[config.mk]
export PLATFORM = sky130hd
export DESIGN_NAME = mlcr_phy_timing
export DESIGN_NICKNAME = d
export VERILOG_FILES = /design/src/design/mlcr_pkg.sv /design/src/design/mlcr_nib_buf.sv /design/src/design/mlcr_phy_timing.sv
export VERILOG_INCLUDE_DIRS = /design/src /design/src/design
export SDC_FILE = /design/constraint.sdc
export NUM_CORES = 1
export LEC_CHECK = 0
export BUFFER_PORTS_ARGS = -buffer_cell sky130_fd_sc_hd__buf_2
export CAP_MARGIN = 10
export CORE_ASPECT_RATIO = 0.9
export CORE_MARGIN = 4
export CORE_UTILIZATION = 48
export DETAILED_ROUTE_END_ITERATION = 7
export GPL_TIMING_DRIVEN = 0
export PLACE_DENSITY_LB_ADDON = 0.12
export SETUP_SLACK_MARGIN = 0.02
export SKIP_LAST_GASP = 1
export SLEW_MARGIN = 10
export SYNTH_ARGS = -nofsm -noshare
export SYNTH_HDL_FRONTEND = slang
export SYNTH_SLANG_ARGS = --single-unit
[constraint.sdc]
create_clock -name clk_in -period 3.6 [get_ports clk_in]
set_input_delay 0.36 -clock clk_in [delete_from_list [all_inputs] [get_ports clk_in]]
set_output_delay 0.36 -clock clk_in [all_outputs]
set_load 0.005 [all_outputs]
[src/design/mlcr_defines.svh]
// Timing constants, counts and field sizes for the MII latency, carrier and reset block
`ifndef MLCR_DEFINES_SVH
`define MLCR_DEFINES_SVH

// ----------------------------------------------------------------------------
// Clock and bit time
// ----------------------------------------------------------------------------
`define MLCR_CLK_MHZ 100
`define MLCR_BIT_NS_10M 100
`define MLCR_BIT_CYC_10M ((`MLCR_BIT_NS_10M * `MLCR_CLK_MHZ) / 1000)
`define MLCR_RX_MID_10M 4'h4
`define MLCR_NS_TO_CYC_FLOOR(ns) (((ns) * `MLCR_CLK_MHZ) / 1000)
`define MLCR_MS_TO_CYC(ms) ((ms) * `MLCR_CLK_MHZ * 1000)

// ----------------------------------------------------------------------------
// Reset timing
// ----------------------------------------------------------------------------
`define MLCR_POR_MS 45
`define MLCR_POR_MIN_MS 40
`define MLCR_POR_MAX_MS 500
`define MLCR_INIT_MS 35
`define MLCR_INIT_MAX_MS 500
`define MLCR_ISO_NS 60
`define MLCR_ISO_CYC `MLCR_NS_TO_CYC_FLOOR(`MLCR_ISO_NS)
`define MLCR_POR_CYC `MLCR_MS_TO_CYC(`MLCR_POR_MS)
`define MLCR_INIT_CYC `MLCR_MS_TO_CYC(`MLCR_INIT_MS)
`define MLCR_TMR_W 23

// ----------------------------------------------------------------------------
// Carrier and collision delays, in bit ticks counted after the event
// ----------------------------------------------------------------------------
`define MLCR_CNT_W 5
`define MLCR_TXCRS_ON_100 5'h02
`define MLCR_TXCRS_OFF_100 5'h02
`define MLCR_TXCRS_ON_10 5'h00
`define MLCR_TXCRS_OFF_10 5'h01
`define MLCR_RXCRS_ON 5'h0a
`define MLCR_RXCOL_ON 5'h09
`define MLCR_RX_OFF 5'h0d

// ----------------------------------------------------------------------------
// Data path
// ----------------------------------------------------------------------------
`define MLCR_NIB_W 4
`define MLCR_BUF_DEPTH 2

`endif

[src/design/mlcr_pkg.sv]
// Types shared by the MII latency, carrier and reset block
`include "mlcr_defines.svh"

package mlcr_pkg;

  // --------------------------------------------------------------------------
  // Reset sequencer states
  // --------------------------------------------------------------------------
  typedef enum logic [1:0] {
    MLCR_ST_POR = 2'b00,
    MLCR_ST_HWRST = 2'b01,
    MLCR_ST_INIT = 2'b10,
    MLCR_ST_RUN = 2'b11
  } mlcr_state_t;

  // --------------------------------------------------------------------------
  // Core state
  // --------------------------------------------------------------------------
  typedef struct packed {
    mlcr_state_t st;
    logic [`MLCR_TMR_W-1:0] tmr;
    logic [1:0] hr_s;
    logic [1:0] rxb_s;
    logic [1:0] sof_s;
    logic [1:0] eof_s;
    logic sof_q;
    logic eof_q;
    logic [3:0] div;
    logic [1:0] bitn;
    logic [`MLCR_NIB_W-1:0] tx_sh;
    logic tx_line;
    logic tx_act;
    logic tx_en_q;
    logic [`MLCR_CNT_W-1:0] tx_cnt;
    logic tx_crs;
    logic [3:0] rx_div;
    logic rx_frame;
    logic [`MLCR_CNT_W-1:0] rx_cnt;
    logic rx_crs;
    logic col;
    logic crs;
    logic [`MLCR_NIB_W-1:0] rx_sh;
    logic [1:0] rx_nb;
    logic rx_pend;
    logic [`MLCR_NIB_W-1:0] rx_nib;
    logic rx_er;
  } mlcr_core_t;

  // --------------------------------------------------------------------------
  // Two-entry buffer state
  // --------------------------------------------------------------------------
  typedef struct packed {
    logic [`MLCR_BUF_DEPTH-1:0][`MLCR_NIB_W-1:0] mem;
    logic wr;
    logic rd;
    logic [1:0] cnt;
  } mlcr_buf_t;

endpackage
[src/design/mlcr_nib_buf.sv]
// Two-entry nibble buffer with valid and ready on both sides
`timescale 1ns/1ps
`default_nettype none
`include "mlcr_defines.svh"

module mlcr_nib_buf (
  // Clock and control
  input wire logic clk_in,
  input wire logic reset_in,
  input wire logic ce_in,
  input wire logic clear_in,
  // Fill side
  input wire logic in_valid_in,
  output logic in_ready_out,
  input wire logic [`MLCR_NIB_W-1:0] in_data_in,
  // Drain side
  output logic out_valid_out,
  input wire logic out_ready_in,
  output logic [`MLCR_NIB_W-1:0] out_data_out
);

  mlcr_pkg::mlcr_buf_t s_ff;
  mlcr_pkg::mlcr_buf_t nxt_s;
  logic push;
  logic pop;

  // --------------------------------------------------------------------------
  // Handshakes
  // --------------------------------------------------------------------------
  assign in_ready_out = (s_ff.cnt != 2'h2);
  assign out_valid_out = (s_ff.cnt != 2'h0);
  assign out_data_out = s_ff.mem[s_ff.rd];
  assign push = in_valid_in & in_ready_out;
  assign pop = out_valid_out & out_ready_in;

  // --------------------------------------------------------------------------
  // Next state
  // --------------------------------------------------------------------------
  always_comb begin
    nxt_s = s_ff;
    if (push) begin
      nxt_s.mem[s_ff.wr] = in_data_in;
      nxt_s.wr = ~s_ff.wr;
    end
    if (pop) begin
      nxt_s.rd = ~s_ff.rd;
    end
    if (push && !pop) begin
      nxt_s.cnt = s_ff.cnt + 2'h1;
    end else if (pop && !push) begin
      nxt_s.cnt = s_ff.cnt - 2'h1;
    end
    if (clear_in) begin
      nxt_s = '0;
    end
  end

  always_ff @(posedge clk_in) begin
    if (reset_in) begin
      s_ff <= '0;
    end else if (ce_in) begin
      s_ff <= nxt_s;
    end
  end

endmodule
`default_nettype wire

[src/design/mlcr_phy_timing.sv]
// MII-side timing core: line latencies, carrier and collision, reset sequencing
`timescale 1ns/1ps
`default_nettype none
`include "mlcr_defines.svh"

module mlcr_phy_timing #(
  parameter logic [`MLCR_TMR_W-1:0] POR_CYCLES = `MLCR_TMR_W'(`MLCR_POR_CYC),
  parameter logic [`MLCR_TMR_W-1:0] INIT_CYCLES = `MLCR_TMR_W'(`MLCR_INIT_CYC)
) (
  // Clock, reset, enable
  input wire logic clk_in,
  input wire logic reset_in,
  input wire logic ce_in,
  // Hardware reset pin and mode straps
  input wire logic hardware_reset_input_n_in,
  input wire logic speed_100_in,
  input wire logic full_duplex_in,
  output logic phy_ready_out,
  // MII transmit
  output logic tx_nibble_strobe_out,
  input wire logic tx_en_in,
  input wire logic [`MLCR_NIB_W-1:0] txd_in,
  // MII receive and status
  input wire logic rx_ready_in,
  output logic rx_dv_out,
  output logic [`MLCR_NIB_W-1:0] rxd_out,
  output logic rx_er_out,
  output logic crs_out,
  output logic col_out,
  // Line receive pair
  input wire logic line_receive_pair_in,
  input wire logic line_rx_start_in,
  input wire logic line_rx_end_in,
  // Line transmit pair
  output logic line_transmit_pair_out,
  output logic line_tx_active_out
);

  // --------------------------------------------------------------------------
  // Helpers
  // --------------------------------------------------------------------------
  function automatic logic [`MLCR_CNT_W-1:0] mlcr_sel(
    input logic spd100,
    input logic [`MLCR_CNT_W-1:0] v100,
    input logic [`MLCR_CNT_W-1:0] v10
  );
    mlcr_sel = spd100 ? v100 : v10;
  endfunction

  function automatic logic [`MLCR_CNT_W-1:0] mlcr_sat_inc(
    input logic [`MLCR_CNT_W-1:0] v
  );
    mlcr_sat_inc = (v == '1) ? v : v + `MLCR_CNT_W'(1);
  endfunction

  localparam logic [3:0] BIT_LAST_10M = 4'(`MLCR_BIT_CYC_10M - 1);

  // --------------------------------------------------------------------------
  // State
  // --------------------------------------------------------------------------
  mlcr_pkg::mlcr_core_t s_ff;
  mlcr_pkg::mlcr_core_t nxt_s;
  mlcr_pkg::mlcr_core_t hold;
  logic hw_active;
  logic run;
  logic tick;
  logic rx_tick;
  logic tx_sample;
  logic sof_evt;
  logic eof_evt;
  logic rx_bit;
  logic nib_done;
  logic buf_in_ready;
  logic buf_out_valid;
  logic [`MLCR_NIB_W-1:0] buf_out_data;
  logic [`MLCR_CNT_W-1:0] tx_target;

  // --------------------------------------------------------------------------
  // Decodes of registered state
  // --------------------------------------------------------------------------
  assign hw_active = ~s_ff.hr_s[1];
  assign run = (s_ff.st == mlcr_pkg::MLCR_ST_RUN) & ~hw_active;
  // One bit time is one cycle at 100M and ten cycles at 10M
  assign tick = speed_100_in | (s_ff.div == BIT_LAST_10M);
  assign rx_tick = speed_100_in | (s_ff.rx_div == `MLCR_RX_MID_10M);
  assign tx_sample = run & tick & (s_ff.bitn == 2'h0);
  assign sof_evt = s_ff.sof_s[1] & ~s_ff.sof_q;
  assign eof_evt = s_ff.eof_s[1] & ~s_ff.eof_q;
  assign rx_bit = s_ff.rxb_s[1];
  assign nib_done = run & s_ff.rx_frame & rx_tick & (s_ff.rx_nb == 2'h3);
  assign tx_target = s_ff.tx_en_q ?
    mlcr_sel(speed_100_in, `MLCR_TXCRS_ON_100, `MLCR_TXCRS_ON_10) :
    mlcr_sel(speed_100_in, `MLCR_TXCRS_OFF_100, `MLCR_TXCRS_OFF_10);

  // --------------------------------------------------------------------------
  // Outputs
  // --------------------------------------------------------------------------
  assign phy_ready_out = (s_ff.st == mlcr_pkg::MLCR_ST_RUN);
  assign tx_nibble_strobe_out = tx_sample;
  assign rx_dv_out = buf_out_valid;
  assign rxd_out = buf_out_data;
  assign rx_er_out = s_ff.rx_er;
  assign crs_out = s_ff.crs;
  assign col_out = s_ff.col;
  assign line_transmit_pair_out = s_ff.tx_line;
  assign line_tx_active_out = s_ff.tx_act;

  // --------------------------------------------------------------------------
  // Next state
  // --------------------------------------------------------------------------
  always_comb begin
    nxt_s = s_ff;
    hold = s_ff;

    // Pin synchronisers and edge history
    nxt_s.hr_s = {s_ff.hr_s[0], hardware_reset_input_n_in};
    nxt_s.rxb_s = {s_ff.rxb_s[0], line_receive_pair_in};
    nxt_s.sof_s = {s_ff.sof_s[0], line_rx_start_in};
    nxt_s.eof_s = {s_ff.eof_s[0], line_rx_end_in};
    nxt_s.sof_q = s_ff.sof_s[1];
    nxt_s.eof_q = s_ff.eof_s[1];

    // Reset sequencer
    unique case (s_ff.st)
      mlcr_pkg::MLCR_ST_POR: begin
        if (s_ff.tmr == POR_CYCLES - `MLCR_TMR_W'(1)) begin
          nxt_s.st = mlcr_pkg::MLCR_ST_RUN;
          nxt_s.tmr = '0;
        end else begin
          nxt_s.tmr = s_ff.tmr + `MLCR_TMR_W'(1);
        end
      end
      mlcr_pkg::MLCR_ST_HWRST: begin
        nxt_s.tmr = '0;
        nxt_s.st = mlcr_pkg::MLCR_ST_INIT;
      end
      mlcr_pkg::MLCR_ST_INIT: begin
        if (s_ff.tmr == INIT_CYCLES - `MLCR_TMR_W'(1)) begin
          nxt_s.st = mlcr_pkg::MLCR_ST_RUN;
          nxt_s.tmr = '0;
        end else begin
          nxt_s.tmr = s_ff.tmr + `MLCR_TMR_W'(1);
        end
      end
      mlcr_pkg::MLCR_ST_RUN: begin
        nxt_s.tmr = '0;
      end
    endcase
    if (hw_active) begin
      nxt_s.st = mlcr_pkg::MLCR_ST_HWRST;
      nxt_s.tmr = '0;
    end

    // Bit and nibble timing
    nxt_s.div = tick ? 4'h0 : s_ff.div + 4'h1;
    if (tick) begin
      nxt_s.bitn = s_ff.bitn + 2'h1;
    end
    nxt_s.rx_div = (s_ff.rx_div == BIT_LAST_10M) ? 4'h0 : s_ff.rx_div + 4'h1;
    if (sof_evt) begin
      nxt_s.rx_div = 4'h0;
    end

    // Transmit serialiser, least significant bit first
    if (tx_sample) begin
      nxt_s.tx_en_q = tx_en_in;
      nxt_s.tx_act = tx_en_in;
      nxt_s.tx_line = tx_en_in & txd_in[0];
      nxt_s.tx_sh = tx_en_in ? (txd_in >> 1) : '0;
    end else if (tick) begin
      nxt_s.tx_line = s_ff.tx_act & s_ff.tx_sh[0];
      nxt_s.tx_sh = s_ff.tx_sh >> 1;
    end

    // Transmit carrier, timed from the enable change seen at sampling
    if (tx_sample && (tx_en_in != s_ff.tx_en_q)) begin
      nxt_s.tx_cnt = '0;
    end else if (tick) begin
      nxt_s.tx_cnt = mlcr_sat_inc(s_ff.tx_cnt);
    end
    if (s_ff.tx_cnt == tx_target) begin
      nxt_s.tx_crs = s_ff.tx_en_q;
    end

    // Receive frame tracking
    if (sof_evt) begin
      nxt_s.rx_frame = 1'b1;
      nxt_s.rx_cnt = '0;
      nxt_s.rx_nb = 2'h0;
      nxt_s.rx_er = 1'b0;
    end else if (eof_evt) begin
      nxt_s.rx_frame = 1'b0;
      nxt_s.rx_cnt = '0;
    end else if (rx_tick) begin
      nxt_s.rx_cnt = mlcr_sat_inc(s_ff.rx_cnt);
    end

    // Receive carrier and collision
    if (s_ff.rx_frame && s_ff.rx_cnt == `MLCR_RXCRS_ON) begin
      nxt_s.rx_crs = 1'b1;
    end else if (!s_ff.rx_frame && s_ff.rx_cnt == `MLCR_RX_OFF) begin
      nxt_s.rx_crs = 1'b0;
    end
    if (s_ff.rx_frame && s_ff.rx_cnt == `MLCR_RXCOL_ON && s_ff.tx_en_q && !full_duplex_in) begin
      nxt_s.col = 1'b1;
    end else if (!s_ff.rx_frame && s_ff.rx_cnt == `MLCR_RX_OFF) begin
      nxt_s.col = 1'b0;
    end
    if (full_duplex_in) begin
      nxt_s.col = 1'b0;
    end
    // Own transmission shows on carrier in half duplex only
    nxt_s.crs = (nxt_s.tx_crs & ~full_duplex_in) | nxt_s.rx_crs;

    // Receive deserialiser into the buffer, least significant bit first
    // At 100M the first bit stands on the synced line in the cycle the start is seen
    if (sof_evt && speed_100_in) begin
      nxt_s.rx_sh = {rx_bit, s_ff.rx_sh[`MLCR_NIB_W-1:1]};
      nxt_s.rx_nb = 2'h1;
    end else if (s_ff.rx_frame && rx_tick) begin
      nxt_s.rx_sh = {rx_bit, s_ff.rx_sh[`MLCR_NIB_W-1:1]};
      nxt_s.rx_nb = s_ff.rx_nb + 2'h1;
    end
    if (s_ff.rx_pend && buf_in_ready) begin
      nxt_s.rx_pend = 1'b0;
    end
    if (nib_done) begin
      nxt_s.rx_nib = {rx_bit, s_ff.rx_sh[`MLCR_NIB_W-1:1]};
      nxt_s.rx_pend = 1'b1;
      // A nibble still waiting when the next completes is lost
      if (s_ff.rx_pend && !buf_in_ready) begin
        nxt_s.rx_er = 1'b1;
      end
    end

    // Isolation: everything but sequencer, synchronisers and edge history held initial
    if (!run) begin
      hold = nxt_s;
      nxt_s = '0;
      nxt_s.st = hold.st;
      nxt_s.tmr = hold.tmr;
      nxt_s.hr_s = hold.hr_s;
      nxt_s.rxb_s = hold.rxb_s;
      nxt_s.sof_s = hold.sof_s;
      nxt_s.eof_s = hold.eof_s;
      nxt_s.sof_q = hold.sof_q;
      nxt_s.eof_q = hold.eof_q;
    end
  end

  always_ff @(posedge clk_in) begin
    if (reset_in) begin
      s_ff <= '0;
      // Pin synchroniser starts at the released level so power-on does not look like a pin reset
      s_ff.hr_s <= 2'b11;
    end else if (ce_in) begin
      s_ff <= nxt_s;
    end
  end

  // --------------------------------------------------------------------------
  // Receive buffer
  // --------------------------------------------------------------------------
  mlcr_nib_buf u_rx_buf (
    .clk_in(clk_in),
    .reset_in(reset_in),
    .ce_in(ce_in),
    .clear_in(~run),
    .in_valid_in(s_ff.rx_pend),
    .in_ready_out(buf_in_ready),
    .in_data_in(s_ff.rx_nib),
    .out_valid_out(buf_out_valid),
    .out_ready_in(rx_ready_in),
    .out_data_out(buf_out_data)
  );

endmodule
`default_nettype wire

# After elaboration in Yosys (flattened, before gate mapping)
# Index checks and enable logic that the tools add are counted.
dict set report totals {
  ff_bits 91
  out_inout_bits 12
}
dict set report classes {
  add_sub_neg 9
  order_cmp 3
  n_eq_ne 33
  mux 50
  bitwise 21
  n_reduce_logical 36
}
# cell n
set ops {}
lappend ops {{$pmux 23 s3} 1}
lappend ops {{$mux 23} 2}
lappend ops {{$mux 44} 1}
lappend ops {{$mux 5} 8}
lappend ops {{$mux 25} 1}
lappend ops {{$mux 4} 6}
lappend ops {{$mux 6} 4}
lappend ops {{$reduce_and 2->1} 12}
lappend ops {{$add 23x1->23 const B} 1}
lappend ops {{$eq 23x22->1 const B} 1}
lappend ops {{$eq 23x23->1 const B} 1}
lappend ops {{$mux 2} 10}
lappend ops {{$ne 3x1->1 const B} 6}
lappend ops {{$eq 5x4->1 const B} 3}
lappend ops {{$and 1x1->1} 13}
lappend ops {{$logic_and 1x1->1} 13}
lappend ops {{$mux 12} 1}
lappend ops {{$mux 1} 11}
lappend ops {{$add 5x1->5 const B} 2}
lappend ops {{$eq 5x5->1 const B} 2}
lappend ops {{$ne 2x1->1 const B} 5}
lappend ops {{$mux 9} 1}
lappend ops {{$add 4x1->4 const B} 2}
lappend ops {{$bwmux 8} 1}
lappend ops {{other kinds (25)} 44}

# Depth between registers and ports, before layout
# Gate-level depths: netlist of the first run.
dict set report depth {
  depth_word 7
  depth_mapped 9
}

# Modules after synthesis
# Synthesis of the first run repeated with hierarchy kept, for this count alone.
dict set report unflattened {
  cells_unflattened 565
  area_unflattened_um2 4713.3
}
# module instances cells_each area_per_inst_um2 seq_area_each_um2
set modules_own_cells {}
lappend modules_own_cells {mlcr_phy_timing 1 491 4086.4 1521.5}
lappend modules_own_cells {mlcr_nib_buf 1 74 626.9 240.2}

# Least setup slack after synthesis of the first run
# OpenSTA, ideal clock, no wires.
dict set report synth_timing {
  path_kind {flip-flop to flip-flop}
  from {reg s_ff[54] (netlist bit)}
  to {reg s_ff[72] (netlist bit)}
  arrival_ps 2049
  required_time_ps 3475
  setup_slack_ps 1426
  path_stages_with_launch 8
  cell_sequence {dfxtp_1 -> ha_1 -> nand3_2 -> or3_4 -> or4_4 -> buf_6 -> a32oi_1 -> o31ai_1}
}
dict set report synth_via {
  elab_chain_cells 4
  elab_cells_between_ends 7
}
# element line
set synth_lines {}
lappend synth_lines {{start, declared} mlcr_phy_timing.sv:61} ;# mlcr_pkg::mlcr_core_t s_ff;
lappend synth_lines {{start signal, assigned} mlcr_phy_timing.sv:257} ;# s_ff <= nxt_s;
lappend synth_lines {{$add 23x1->23, or another cell as far along} {mlcr_phy_timing.sv:130, mlcr_phy_timing.sv:142}}
lappend synth_lines {{$mux 23 (on tied branches)} {mlcr_phy_timing.sv:138, mlcr_phy_timing.sv:126}}
lappend synth_lines {{$pmux 23 s3 (*)} mlcr_phy_timing.sv:124} ;# unique case (s_ff.st)
lappend synth_lines {{$mux 25 (*)} mlcr_phy_timing.sv:149} ;# if (hw_active) begin
# Every way passes the cells marked *; elsewhere a longest branch is shown, timed or not.
# A chain may end at the register's enable or synchronous reset.

# Worst setup path in the final report of the first run
dict set report layout_timing {
  from {reg s_ff[77] (netlist bit)}
  to {reg u_rx_buf.s_ff[8] (netlist bit)}
}
dict set report layout_via {
  elab_chain_cells 4
  elab_cells_between_ends 5
}
# element line
set layout_lines {}
lappend layout_lines {{$eq 2x2->1 (*)} mlcr_phy_timing.sv:82} ;# assign run = (s_ff.st == mlcr_pkg::MLCR_ST_RUN) & ~hw_active;
lappend layout_lines {{$and 1x1->1 (*)} mlcr_phy_timing.sv:82}
lappend layout_lines {{$ne 2x1->1 (no line)} n/a}
lappend layout_lines {{$reduce_and 2->1 (no line)} n/a}
lappend layout_lines {{end signal, assigned} mlcr_nib_buf.sv:62} ;# s_ff <= nxt_s;
lappend layout_lines {{end, declared} mlcr_nib_buf.sv:22} ;# mlcr_pkg::mlcr_buf_t s_ff;
# Marks and branches as above.

==> results of run 1 <==
## metal layers
layer,up-vias,track usage
li1,2118,-
met1,2060,0.311
met2,160,0.350
met3,13,0.0538
met4,0,0.0599
met5,-,0
## stage by stage
stage | util | setup slack, ns | instances | hold WS (ns)
after floorplan | - | 1.43 | 561 | 0.432
after global placement | 0.532 | 1.16 | 709 | 0.441
after detailed placement | 0.532 | 1.12 | 709 | 0.450
after CTS | 0.552 | 1.08 | 725 | 0.212
after global routing | 0.552 | 0.736 | 725 | 0.199
final | 0.552 | 1.05 | 725 | 0.225
## state kept, by name (all words and copies together), names as in the netlist
signal and cells:
col_out 1, crs_out 1, line_transmit_pair_out 1, line_tx_active_out 1, rx_bit 1, rx_er_out 1
s_ff 70, u_rx_buf.s_ff 12
## power groups by stage
stage / combinational (uW) / sequential, uW / clock [uW]
finish: 123 / 989 / 642
global route: 136 / 991 / 690
CTS: 123 / 989 / 652
detailed placement: 122 / 1010 / 0
global placement: 120 / 1010 / 0
floorplan: 78.3 / 1010 / 0
## worst paths after layout
kind	from	to	slack [ns]	depth (start not counted)
hold / removal	hardware_reset_input_n_in	s_ff[52]	0.22	3
hold reg to reg	s_ff[36]	s_ff[36]	0.46	2
setup / recovery	s_ff[77]	u_rx_buf.s_ff[8]	1.05	6
setup reg to reg	s_ff[77]	u_rx_buf.s_ff[8]	1.05	6
## cells by family (layout without fill, tap and decap cells)
| logic type | count (synthesis) | after routing | synth area share |
|---|---|---|---|
| adder cells (fa/ha/maj) | 18 | 18 | 0.0483 |
| AND/OR/NAND/NOR | 232 | 232 | 0.266 |
| flip-flops | 88 | 88 | 0.378 |
| XOR/XNOR | 10 | 10 | 0.0188 |
| AO/OA/AOI/OAI | 126 | 126 | 0.177 |
| buffers and inverters | 64 | 106 | 0.0609 |
| multiplexers | 23 | 23 | 0.0507 |
## Yosys cell counts (4+ instances only)
cell	count	area share
a21oi_1	30	0.032
a22o_1	4	0.0075
a22oi_1	15	0.024
a31oi_1	19	0.025
a32oi_1	6	0.011
and2_1	4	0.0054
and3_1	10	0.013
buf_1	4	0.0032
buf_6	4	0.0097
clkbuf_1	20	0.016
dfxtp_1	88	0.38
ha_1	18	0.048
inv_1	32	0.026
mux2_2	5	0.012
mux2i_1	18	0.039
nand2_1	60	0.048
nand2b_1	7	0.0094
nand3_1	18	0.019
nand4_1	24	0.032
nand4b_1	8	0.015
nor2_1	50	0.040
nor2b_1	6	0.0081
nor3_1	10	0.011
nor4_1	5	0.0067
o211ai_1	4	0.0064
o21ai_0	15	0.016
o22ai_1	9	0.012
o31ai_1	5	0.0081
o32ai_1	4	0.0075
or3_1	4	0.0054
xnor2_1	4	0.0075
xor2_1	6	0.011
## area by class of cell
class                           instances  area share
Buffer                                 31      0.0313
Clock buffer                            9      0.0242
Clock inverter                          7      0.0110
Inverter                               33      0.0242
Multi-Input combinational cell        409       0.510
Sequential cell                        88       0.344
Tap cell                              122      0.0298
Timing Repair Buffer                   26      0.0254
## critical path, cell delays in order (launching register included)
cell and delay, ns:
dfxtp_1 0.40, ha_1 0.24, and2_1 0.14, clkbuf_1 0.32, nand2_1 0.32, nor4b_1 0.82
a22o_1 0.26
==> key figures, run 1 <==
Clocking
  – Hold Buf Count CTS: 0
  – Num CTS Buffers: 9
  – Worst-Skew Late Latency: between 0.3 and 0.4 ns
  – Post_cts resized: 0
  – Post CTS Setup Buffer Count: 0
  – CTS tree: done
  – Clock sink count: 88
  – H-tree levels: 3
  – CTS Buffer Depth: 2
  – Root Driver: clkbuf_8
  – Clock slew at reported path FFs: 0.10 ns

STA
  – Slew at the pin closest to its max-slew limit: 1.09 ns
  – Fmax: slightly below 400 MHz
  – Worst slew margin: 0.266
  – Final hold violations: 0
  – Final period util: 0.709
  – Crit path time final: 2.55 ns
  – Fin Clk Skew: 0.00898 ns
  – Endpoints failing setup: 0
  – RSZ-0062 raised after global routing: no
  – Final setup TNS: 0 ns
  – Max Slew Vio Count: 0

Pwr
  – Register share of total power: 0.564
  – Pleak: between 0.0015 and 0.002 uW
  – Switching pwr: 476 uW
  – Total power divided by cell area: 342 nW/um^2
  – Maximum vdd drop: ~310 uV
  – Clock power share: 0.366
  – Internal power: 1280 uW
  – Total Power: 1760 uW
  – Sw frac: 0.271
  – Gate power share: 0.070

Placed design
  – Post-place instance area: 4940 um^2
  – DP HPWL: approximately 9000 um
  – GP Congestion: 0.944
  – # port buffers: 26

Routing
  – Iter 0 DRT Violations: 328
  – Post-route DRC: 0
  – Met1 WL: 5840 um
  – DR vias/cell: 6.00
  – Drt pass-1 iters: 5
  – Via count: 4351
  – Met3 routed WL: 904 um
  – Antenna Violating Nets Remaining: 0
  – Wire per inst: approximately 17 um
  – Met2 WL: 5510 um
  – WL final: 12400 um
  – Top layer in use: met4

Layout
  – Syn-to-layout area delta: 9.93%
  – Final #Nets: 631
  – Most common cell after layout, fill and taps aside: dfxtp_1
  – Inserted Diodes: 0
  – Most frequent cells in the layout: dfxtp_1, nand2_1, nor2_1, inv_1, a21oi_1
  – Share of layout cells above drive strength 1: 0.108
  – Multi-input logic area: 2620 um^2
  – Fillers: 879
  – Post-route cell area: slightly above 5000 um^2
  – Register Area: 1760 um^2

Worst setup path
  – Critical path type: register to register
  – CP Capture Type: register
  – Critical Path RT: between 3 and 4 ns
  – Worst Path Max Fanout: 7
  – CP startpoint kind: register
  – Crit path arrival time: 2.86 ns

Logic synthesis
  – Post-synth EDFFs: 0
  – Synth unique cells: 63
  – Synth Area per Inst: 8.31 um^2
  – Syn Nets: 594
  – Mapped Cells: 561
  – Ys flop type: dfxtp_1
  – Async SR Flop Fraction: 0
  – Register area share after synthesis: 0.378
  – Warnings from Yosys: 0
  – Synthesized area: roughly 4700 um^2
  – Synth Register Bits: 88

Floorplan
  – Core area: approximately 9300 um^2
  – Die Width: between 100 and 150 um
  – Die ar.: around 11000 um^2
  – # IOs: 27
  – Cell row count: 33
  – Initial Util: 0.502
  – Die H: 101 um

GRT
  – First-pass GRT wire length: 20500 um
  – Largest net degree at the start of global routing: 17
  – Vias in the first global route: about 4200
  – Overall Global Routing Usage: 0.223
  – Initial antenna violation count: 0
  – Gr ovfl total: 0

Outcome
  – Outcome: finished, final reports clean

Min path
  – Hold Crit Class: input port to register

Job
  – MaxCap Viol Count: 0
Power figures use the tool's default switching activity.
==> inputs of run 2 (changes only) <==
==> constraint.sdc (replaced) <==
create_clock -name clk_in -period 2.33 [get_ports clk_in]
set_input_delay 0.233 -clock clk_in [delete_from_list [all_inputs] [get_ports clk_in]]
set_output_delay 0.233 -clock clk_in [all_outputs]
set_load 0.005 [all_outputs]
==> run 2 against run 1 <==
Compared with the run above: register-to-register slack worse by 0.94 ns; wire length up 0.39%; largest cell class unchanged; maximum frequency up 15%; clock skew down 0.0019 ns; worst hold slack worse by 0.12 ns; highest routed layer unchanged; non-clock buffer count up 1; cell area up 1.5%; clock power up 54%; combinational power up 59%.
==> key figures, run 2 (synthesized netlist as in run 1, its figures left out) <==
Layout
  – Final #Nets: 632 (was 631)
  – Syn-to-layout area delta: 11.5% (was 9.93%)
  – Most frequent cells in the layout: dfxtp_1, nand2_1, nor2_1, inv_1, a21oi_1 (unchanged)
  – Biggest register: s_ff (unchanged)
  – Layout Cells excl Fill: 726 (was 725)
  – Inserted Diodes: 0 (unchanged)
  – Largest register FFs: 70 (unchanged)
  – Top flop regs: s_ff (70), u_rx_buf.s_ff (12) (unchanged)
  – Most common cell after layout, fill and taps aside: dfxtp_1 (unchanged)
  – Share of layout cells above drive strength 1: 0.139 (was 0.108)

Floorplan
  – Die Width: 112 um (unchanged)
  – Cell row count: 33 (unchanged)
  – # IOs: 27 (unchanged)
  – Die ar.: 11400 um^2 (unchanged)
  – Die H: 101 um (unchanged)
  – Initial Util: 0.502 (unchanged)
  – Core area: 9290 um^2 (unchanged)

GRT
  – Largest net degree at the start of global routing: 17 (unchanged)
  – First-pass GRT wire length: 20500 um (unchanged)
  – Initial antenna violation count: 0 (unchanged)
  – Vias in the first global route: 4198 (was 4190)
  – Gr ovfl total: 0 (unchanged)
  – Overall Global Routing Usage: 0.223 (unchanged)

Worst setup path
  – CP startpoint kind: register (unchanged)
  – Crit path max-delay family: simple AND/OR/NAND/NOR gates (unchanged)
  – R2R Path Start: s_ff[69] (was s_ff[77])
  – Worst Path Max Fanout: 10 (was 7)
  – FF-to-FF End: s_ff[70] (was u_rx_buf.s_ff[8])
  – Crit path arrival time: 2.46 ns (was 2.86 ns)
  – Reg2Reg Setup Slack: 0.11 ns (was 1.05 ns)
  – Slowest CP cell: or4_4 (was nor4b_1)
  – Critical Path RT: 2.57 ns (was 3.91 ns)
  – Critical path type: register to register (unchanged)
  – FF-to-FF path depth: 7 (was 6)
  – CP Capture Type: register (unchanged)
  – Worst-path cell chain: buf_4 -> nand4bb_1 -> or3_1 -> or4_4 -> buf_6 -> a31oi_1 -> o32ai_1 (was ha_1 -> and2_1 -> clkbuf_1 -> nand2_1 -> nor4b_1 -> a22o_1)
  – Max stage delay on crit path: 0.56 ns (was 0.82 ns)
  – CP Buf/Inv Count: 2 (was 1)

STA
  – RSZ-0062 raised after global routing: yes (was no)
  – Worst slew margin: 0.509 (was 0.266)
  – Fin Clk Skew: 0.00710 ns (was 0.00898 ns)
  – Endpoints failing setup: 0 (unchanged)
  – Final period util: 0.952 (was 0.709)
  – Max Slew Vio Count: 0 (unchanged)
  – Final hold violations: 0 (unchanged)
  – Slew at the pin closest to its max-slew limit: 0.737 ns (was 1.09 ns)
  – Crit path time final: 2.22 ns (was 2.55 ns)
  – Final setup TNS: 0 ns (unchanged)
  – Fmax: 451 MHz (was 392 MHz)

Pwr
  – Pleak: 0.00192 uW (was 0.00189 uW)
  – Total power divided by cell area: 522 nW/um^2 (was 342 nW/um^2)
  – Maximum vdd drop: 475 uV (was 310 uV)

Placed design
  – DP Cell Count: 709 (unchanged)
  – # port buffers: 26 (unchanged)
  – DP HPWL: 9020 um (unchanged)
  – GP Congestion: 0.944 (unchanged)

Routing
  – Wire per inst: 17.1 um (about the same)
  – Drt pass-1 iters: 5 (unchanged)
  – Antenna Violating Nets Remaining: 0 (unchanged)
  – DR vias/cell: 5.97 (was 6.00)
  – Iter 0 DRT Violations: 319 (was 328)
  – WL final: 12400 um (about the same)
  – Via count: 4334 (was 4351)
  – Post-route DRC: 0 (unchanged)

Clocking
  – CTS Buffer Depth: 2 (unchanged)
  – Worst-Skew Late Latency: 0.36 ns (was 0.37 ns)
  – Clock sink count: 88 (unchanged)
  – Clock slew at reported path FFs: 0.09 ns (was 0.10 ns)
  – Root Driver: clkbuf_8 (unchanged)
  – CTS tree: done (unchanged)
  – H-tree levels: 3 (unchanged)
  – Num CTS Buffers: 9 (unchanged)

Min path
  – Hold Path Cell Cnt: 3 (unchanged)
  – Hold Path End: s_ff[52] (unchanged)
  – Min-delay src: hardware_reset_input_n_in (unchanged)
  – Hold Crit Class: input port to register (unchanged)

Outcome
  – Outcome: finished, final reports clean (unchanged)

Job
  – MaxCap Viol Count: 0 (unchanged)
run 2: cell types whose count changed in the layout (fill, tap and decap cells not counted), moves of 2 or more:
cell	change
dfxtp_2	+7
clkbuf_1	-6
nor4b_2	+2
clkbuf_2	+5
nor4b_1	-2
buf_4	+2
dfxtp_1	-7
run 2: final cells by class:
type	instances	area (um^2)
Clock inverter	7	56.3
Sequential cell	88	1770
Timing Repair Buffer	28	145
Inverter	33	124
Tap cell	122	153
Fill cell	868	4090
Buffer	30	163
Multi-Input combinational cell	409	2670
Clock buffer	9	124
run 2: repair_timing:
| item | CTS | global route |
|---|---|---|
| cloned | 0 | 0 |
| endpoints found under the setup margin | 15 | 27 |
| hold buffers | 0 | 0 |
| setup buffers | 1 | 1 |
| pin swaps | 1 | 2 |
| gates resized for setup | 10 | 13 |
run 2: how the worst max path moves through the flow:
stage,startpoint,endpoint,slack (ns),cells past startpoint
floorplan,s_ff[54],s_ff[72],0.16,7
detailed placement,s_ff[41],s_ff[26],-0.15,8
global route,s_ff[62],s_ff[65],0.02,7
finish,s_ff[69],s_ff[70],0.11,7
CTS,s_ff[59],s_ff[70],0.02,6
global placement,s_ff[41],s_ff[26],-0.11,8
run 2: report_power, final:
group / switching (uW) / internal, uW / total, uW
sequential: 13.8 / 1520 / 1530
combinational: 131 / 63.4 / 195
clock: 590 / 399 / 989
run 2: routing by layer:
| layer | routed length (um) | up-vias | global-route usage |
|---|---|---|---|
| li1 | - | 2125 | - |
| met1 | 5720 | 2042 | 0.310 |
| met2 | 5550 | 156 | 0.352 |
| met3 | 1050 | 11 | 0.0538 |
| met4 | 119 | 0 | 0.0599 |
| met5 | 0 | - | 0 |
run 2: worst min-delay path, stage by stage:
cell and delay, ns:
buf_2 0.08, mux2i_1 0.06, nand2_1 0.06
run 2: per-stage QoR:
stage / total power [uW] / utilization / setup WS, ns / hold slack [ns] / instance area [um^2]
floorplan: 1680 / - / 0.156 / 0.347 / 4660
global placement: 1750 / 0.532 / -0.107 / 0.441 / 4940
detailed placement: 1750 / 0.532 / -0.146 / 0.450 / 4940
CTS: 2730 / 0.556 / 0.0223 / 0.0848 / 5160
global route: 2810 / 0.560 / 0.0187 / 0.0725 / 5200
finish: 2710 / 0.560 / 0.111 / 0.101 / 5200
==> inputs of run 3 (changes only) <==
--- a/config.mk
+++ b/config.mk
@@ -11,6 +11,7 @@
 export CORE_ASPECT_RATIO = 0.9
 export CORE_MARGIN = 4
 export CORE_UTILIZATION = 48
+export CTS_BUF_LIST = sky130_fd_sc_hd__clkbuf_4
 export DETAILED_ROUTE_END_ITERATION = 7
 export GPL_TIMING_DRIVEN = 0
 export PLACE_DENSITY_LB_ADDON = 0.12
==> run 3 against run 2 <==
Compared with the run above: via count increased by 1.5%; clock power decreased by 19%; count of clock-buffer cells in the layout unchanged; largest cell class unchanged; register-to-register slack got worse by 0.10 ns; non-clock buffer count increased by 11; sequential power about the same.
==> key figures, run 3 (synthesized netlist as in run 1, its figures left out) <==
Layout
  – Fillers: 866 (was 868)
  – Top flop regs: s_ff (70), u_rx_buf.s_ff (12) (unchanged)
  – Syn-to-layout area delta: 13.6% (was 11.5%)
  – Inserted Diodes: 0 (unchanged)
  – Largest register FFs: 70 (unchanged)
  – Most common cell after layout, fill and taps aside: dfxtp_1 (unchanged)
  – Share of layout cells above drive strength 1: 0.153 (was 0.139)
  – Final #Nets: 643 (was 632)
  – Most frequent cells in the layout: dfxtp_1, nand2_1, nor2_1, inv_1, a21oi_1 (unchanged)
  – Biggest register: s_ff (unchanged)
  – Post-route cell area: 5300 um^2 (was 5200 um^2)
  – Finished Core Util: 0.570 (was 0.560)

Routing
  – Drt pass-1 iters: 5 (unchanged)
  – Wire per inst: 16.9 um (was 17.1 um)
  – Post-route DRC: 0 (unchanged)
  – Antenna Violating Nets Remaining: 0 (unchanged)
  – DR vias/cell: 5.97 (about the same)
  – Iter 0 DRT Violations: 356 (was 319)
  – WL final: 12500 um (was 12400 um)
  – Via count: 4397 (was 4334)

Worst setup path
  – CP startpoint kind: register (unchanged)
  – Critical path type: register to register (unchanged)
  – CP Capture Type: register (unchanged)
  – CP Buf/Inv Count: 1 (was 2)
  – Worst-path cell chain: or3b_4 -> or3_4 -> or4_4 -> buf_6 -> a31oi_1 -> o32ai_1 (was buf_4 -> nand4bb_1 -> or3_1 -> or4_4 -> buf_6 -> a31oi_1 -> o32ai_1)
  – Slowest CP cell: or4_4 (unchanged)
  – Max stage delay on crit path: 0.57 ns (was 0.56 ns)
  – Reg2Reg Setup Slack: 0.008 ns (was 0.11 ns)
  – Crit path arrival time: 2.66 ns (was 2.46 ns)
  – Critical Path RT: 2.67 ns (was 2.57 ns)
  – Crit path max-delay family: simple AND/OR/NAND/NOR gates (unchanged)
  – Worst Path Max Fanout: 10 (unchanged)

Min path
  – Hold Crit Class: input port to register (unchanged)

GRT
  – Overall Global Routing Usage: 0.226 (was 0.223)
  – First-pass GRT wire length: 20700 um (was 20500 um)
  – Initial antenna violation count: 0 (unchanged)
  – Largest net degree at the start of global routing: 17 (unchanged)
  – Vias in the first global route: 4225 (was 4198)
  – Gr ovfl total: 0 (unchanged)

Clocking
  – H-tree levels: 3 (unchanged)
  – Root Driver: clkbuf_4 (was clkbuf_8)
  – CTS Buffer Depth: 2 (unchanged)
  – Clock sink count: 88 (unchanged)
  – Clock slew at reported path FFs: 0.16 ns (was 0.09 ns)
  – Worst-Skew Late Latency: 0.46 ns (was 0.36 ns)
  – CTS tree: done (unchanged)
  – Num CTS Buffers: 9 (unchanged)

Floorplan
  – Initial Util: 0.502 (unchanged)
  – Die ar.: 11400 um^2 (unchanged)
  – Cell row count: 33 (unchanged)
  – Die Width: 112 um (unchanged)
  – Core area: 9290 um^2 (unchanged)
  – # IOs: 27 (unchanged)
  – Die H: 101 um (unchanged)

STA
  – Max Slew Vio Count: 0 (unchanged)
  – Final period util: 0.997 (was 0.952)
  – Fmax: 431 MHz (was 451 MHz)
  – Crit path time final: 2.32 ns (was 2.22 ns)
  – RSZ-0062 raised after global routing: yes (unchanged)
  – Endpoints failing setup: 0 (unchanged)
  – Fin Clk Skew: 0.0163 ns (was 0.00710 ns)
  – Slew at the pin closest to its max-slew limit: 0.723 ns (was 0.737 ns)
  – Worst slew margin: 0.518 (was 0.509)
  – Final hold violations: 0 (unchanged)

Placed design
  – Post-place instance area: 4940 um^2 (unchanged)
  – # port buffers: 26 (unchanged)
  – GP Congestion: 0.944 (unchanged)
  – DP HPWL: 9020 um (unchanged)

Outcome
  – Outcome: finished, final reports clean (unchanged)

Pwr
  – Maximum vdd drop: 392 uV (was 475 uV)
  – Total Power: 2540 uW (was 2710 uW)
  – Pleak: 0.00197 uW (was 0.00192 uW)
  – Total power divided by cell area: 479 nW/um^2 (was 522 nW/um^2)

Job
  – MaxCap Viol Count: 0 (unchanged)
[run 3: cell count changes in the layout (fill, tap and decap cells not counted), sizes merged]
cell,delta
dlygate4sd3,+5
buf,+6
[run 3: cell type report]
type	instances	area, um^2	area share
tap	122	153	0.0288
clock inverter	7	56.3	0.0106
timing repair buffer	40	269	0.0508
sequential	88	1770	0.335
multi-input combinational	409	2690	0.508
inverter	33	124	0.0234
buffer	29	163	0.0307
clock buffer	9	67.6	0.0128
[run 3: final timing paths]
path | from | endpoint | cells after the start
worst min-delay path | line_rx_end_in | s_ff[46] | 3
worst max register to register | s_ff[66] | s_ff[70] | 6
worst max-delay path | s_ff[66] | s_ff[70] | 6
worst min register to register | s_ff[36] | s_ff[36] | 2
[run 3: power by group]
part / total [uW] / internal, uW / switching, uW / leakage [uW]
sequential: 1530 / 1520 / 12.9 / 0.000714
combinational: 206 / 71.9 / 134 / 0.00119
clock: 799 / 230 / 569 / 0.0000669
[run 3: metrics by stage]
stage / hold slack, ns / setup slack (ns) / cells / setup TNS (ns)
4_1_cts: 0.00506 / 0.0260 / 731 / 0
5_1_grt: 0.0386 / -0.0572 / 737 / -0.107
6_report: 0.0190 / 0.00803 / 737 / 0
3_5_place_dp: 0.450 / -0.146 / 709 / -0.823
2_1_floorplan: 0.347 / 0.156 / 561 / 0
3_3_place_gp: 0.441 / -0.107 / 709 / -0.533
[run 3: per-layer routing]
layer / GRT usage / vias up / part of all wire
met4: 0.0842 / 0 / 0.017
met3: 0.0520 / 17 / 0.070
met1: 0.313 / 2087 / 0.47
met5: 0 / - / 0
li1: - / 2159 / -
met2: 0.347 / 134 / 0.44
[run 3: worst min-delay path: stages]
cell,delay [ns]
buf_2,0.07
mux2i_1,0.06
nor2_1,0.08
[run 3: repair_timing]
action	in CTS	in global routing
hold buffers	5	0
buffers inserted	1	7
hold endpoints to repair	5	0
pin swaps	1	3
resized for setup	11	19
endpoints found under the setup margin	21	31
cloned	0	1
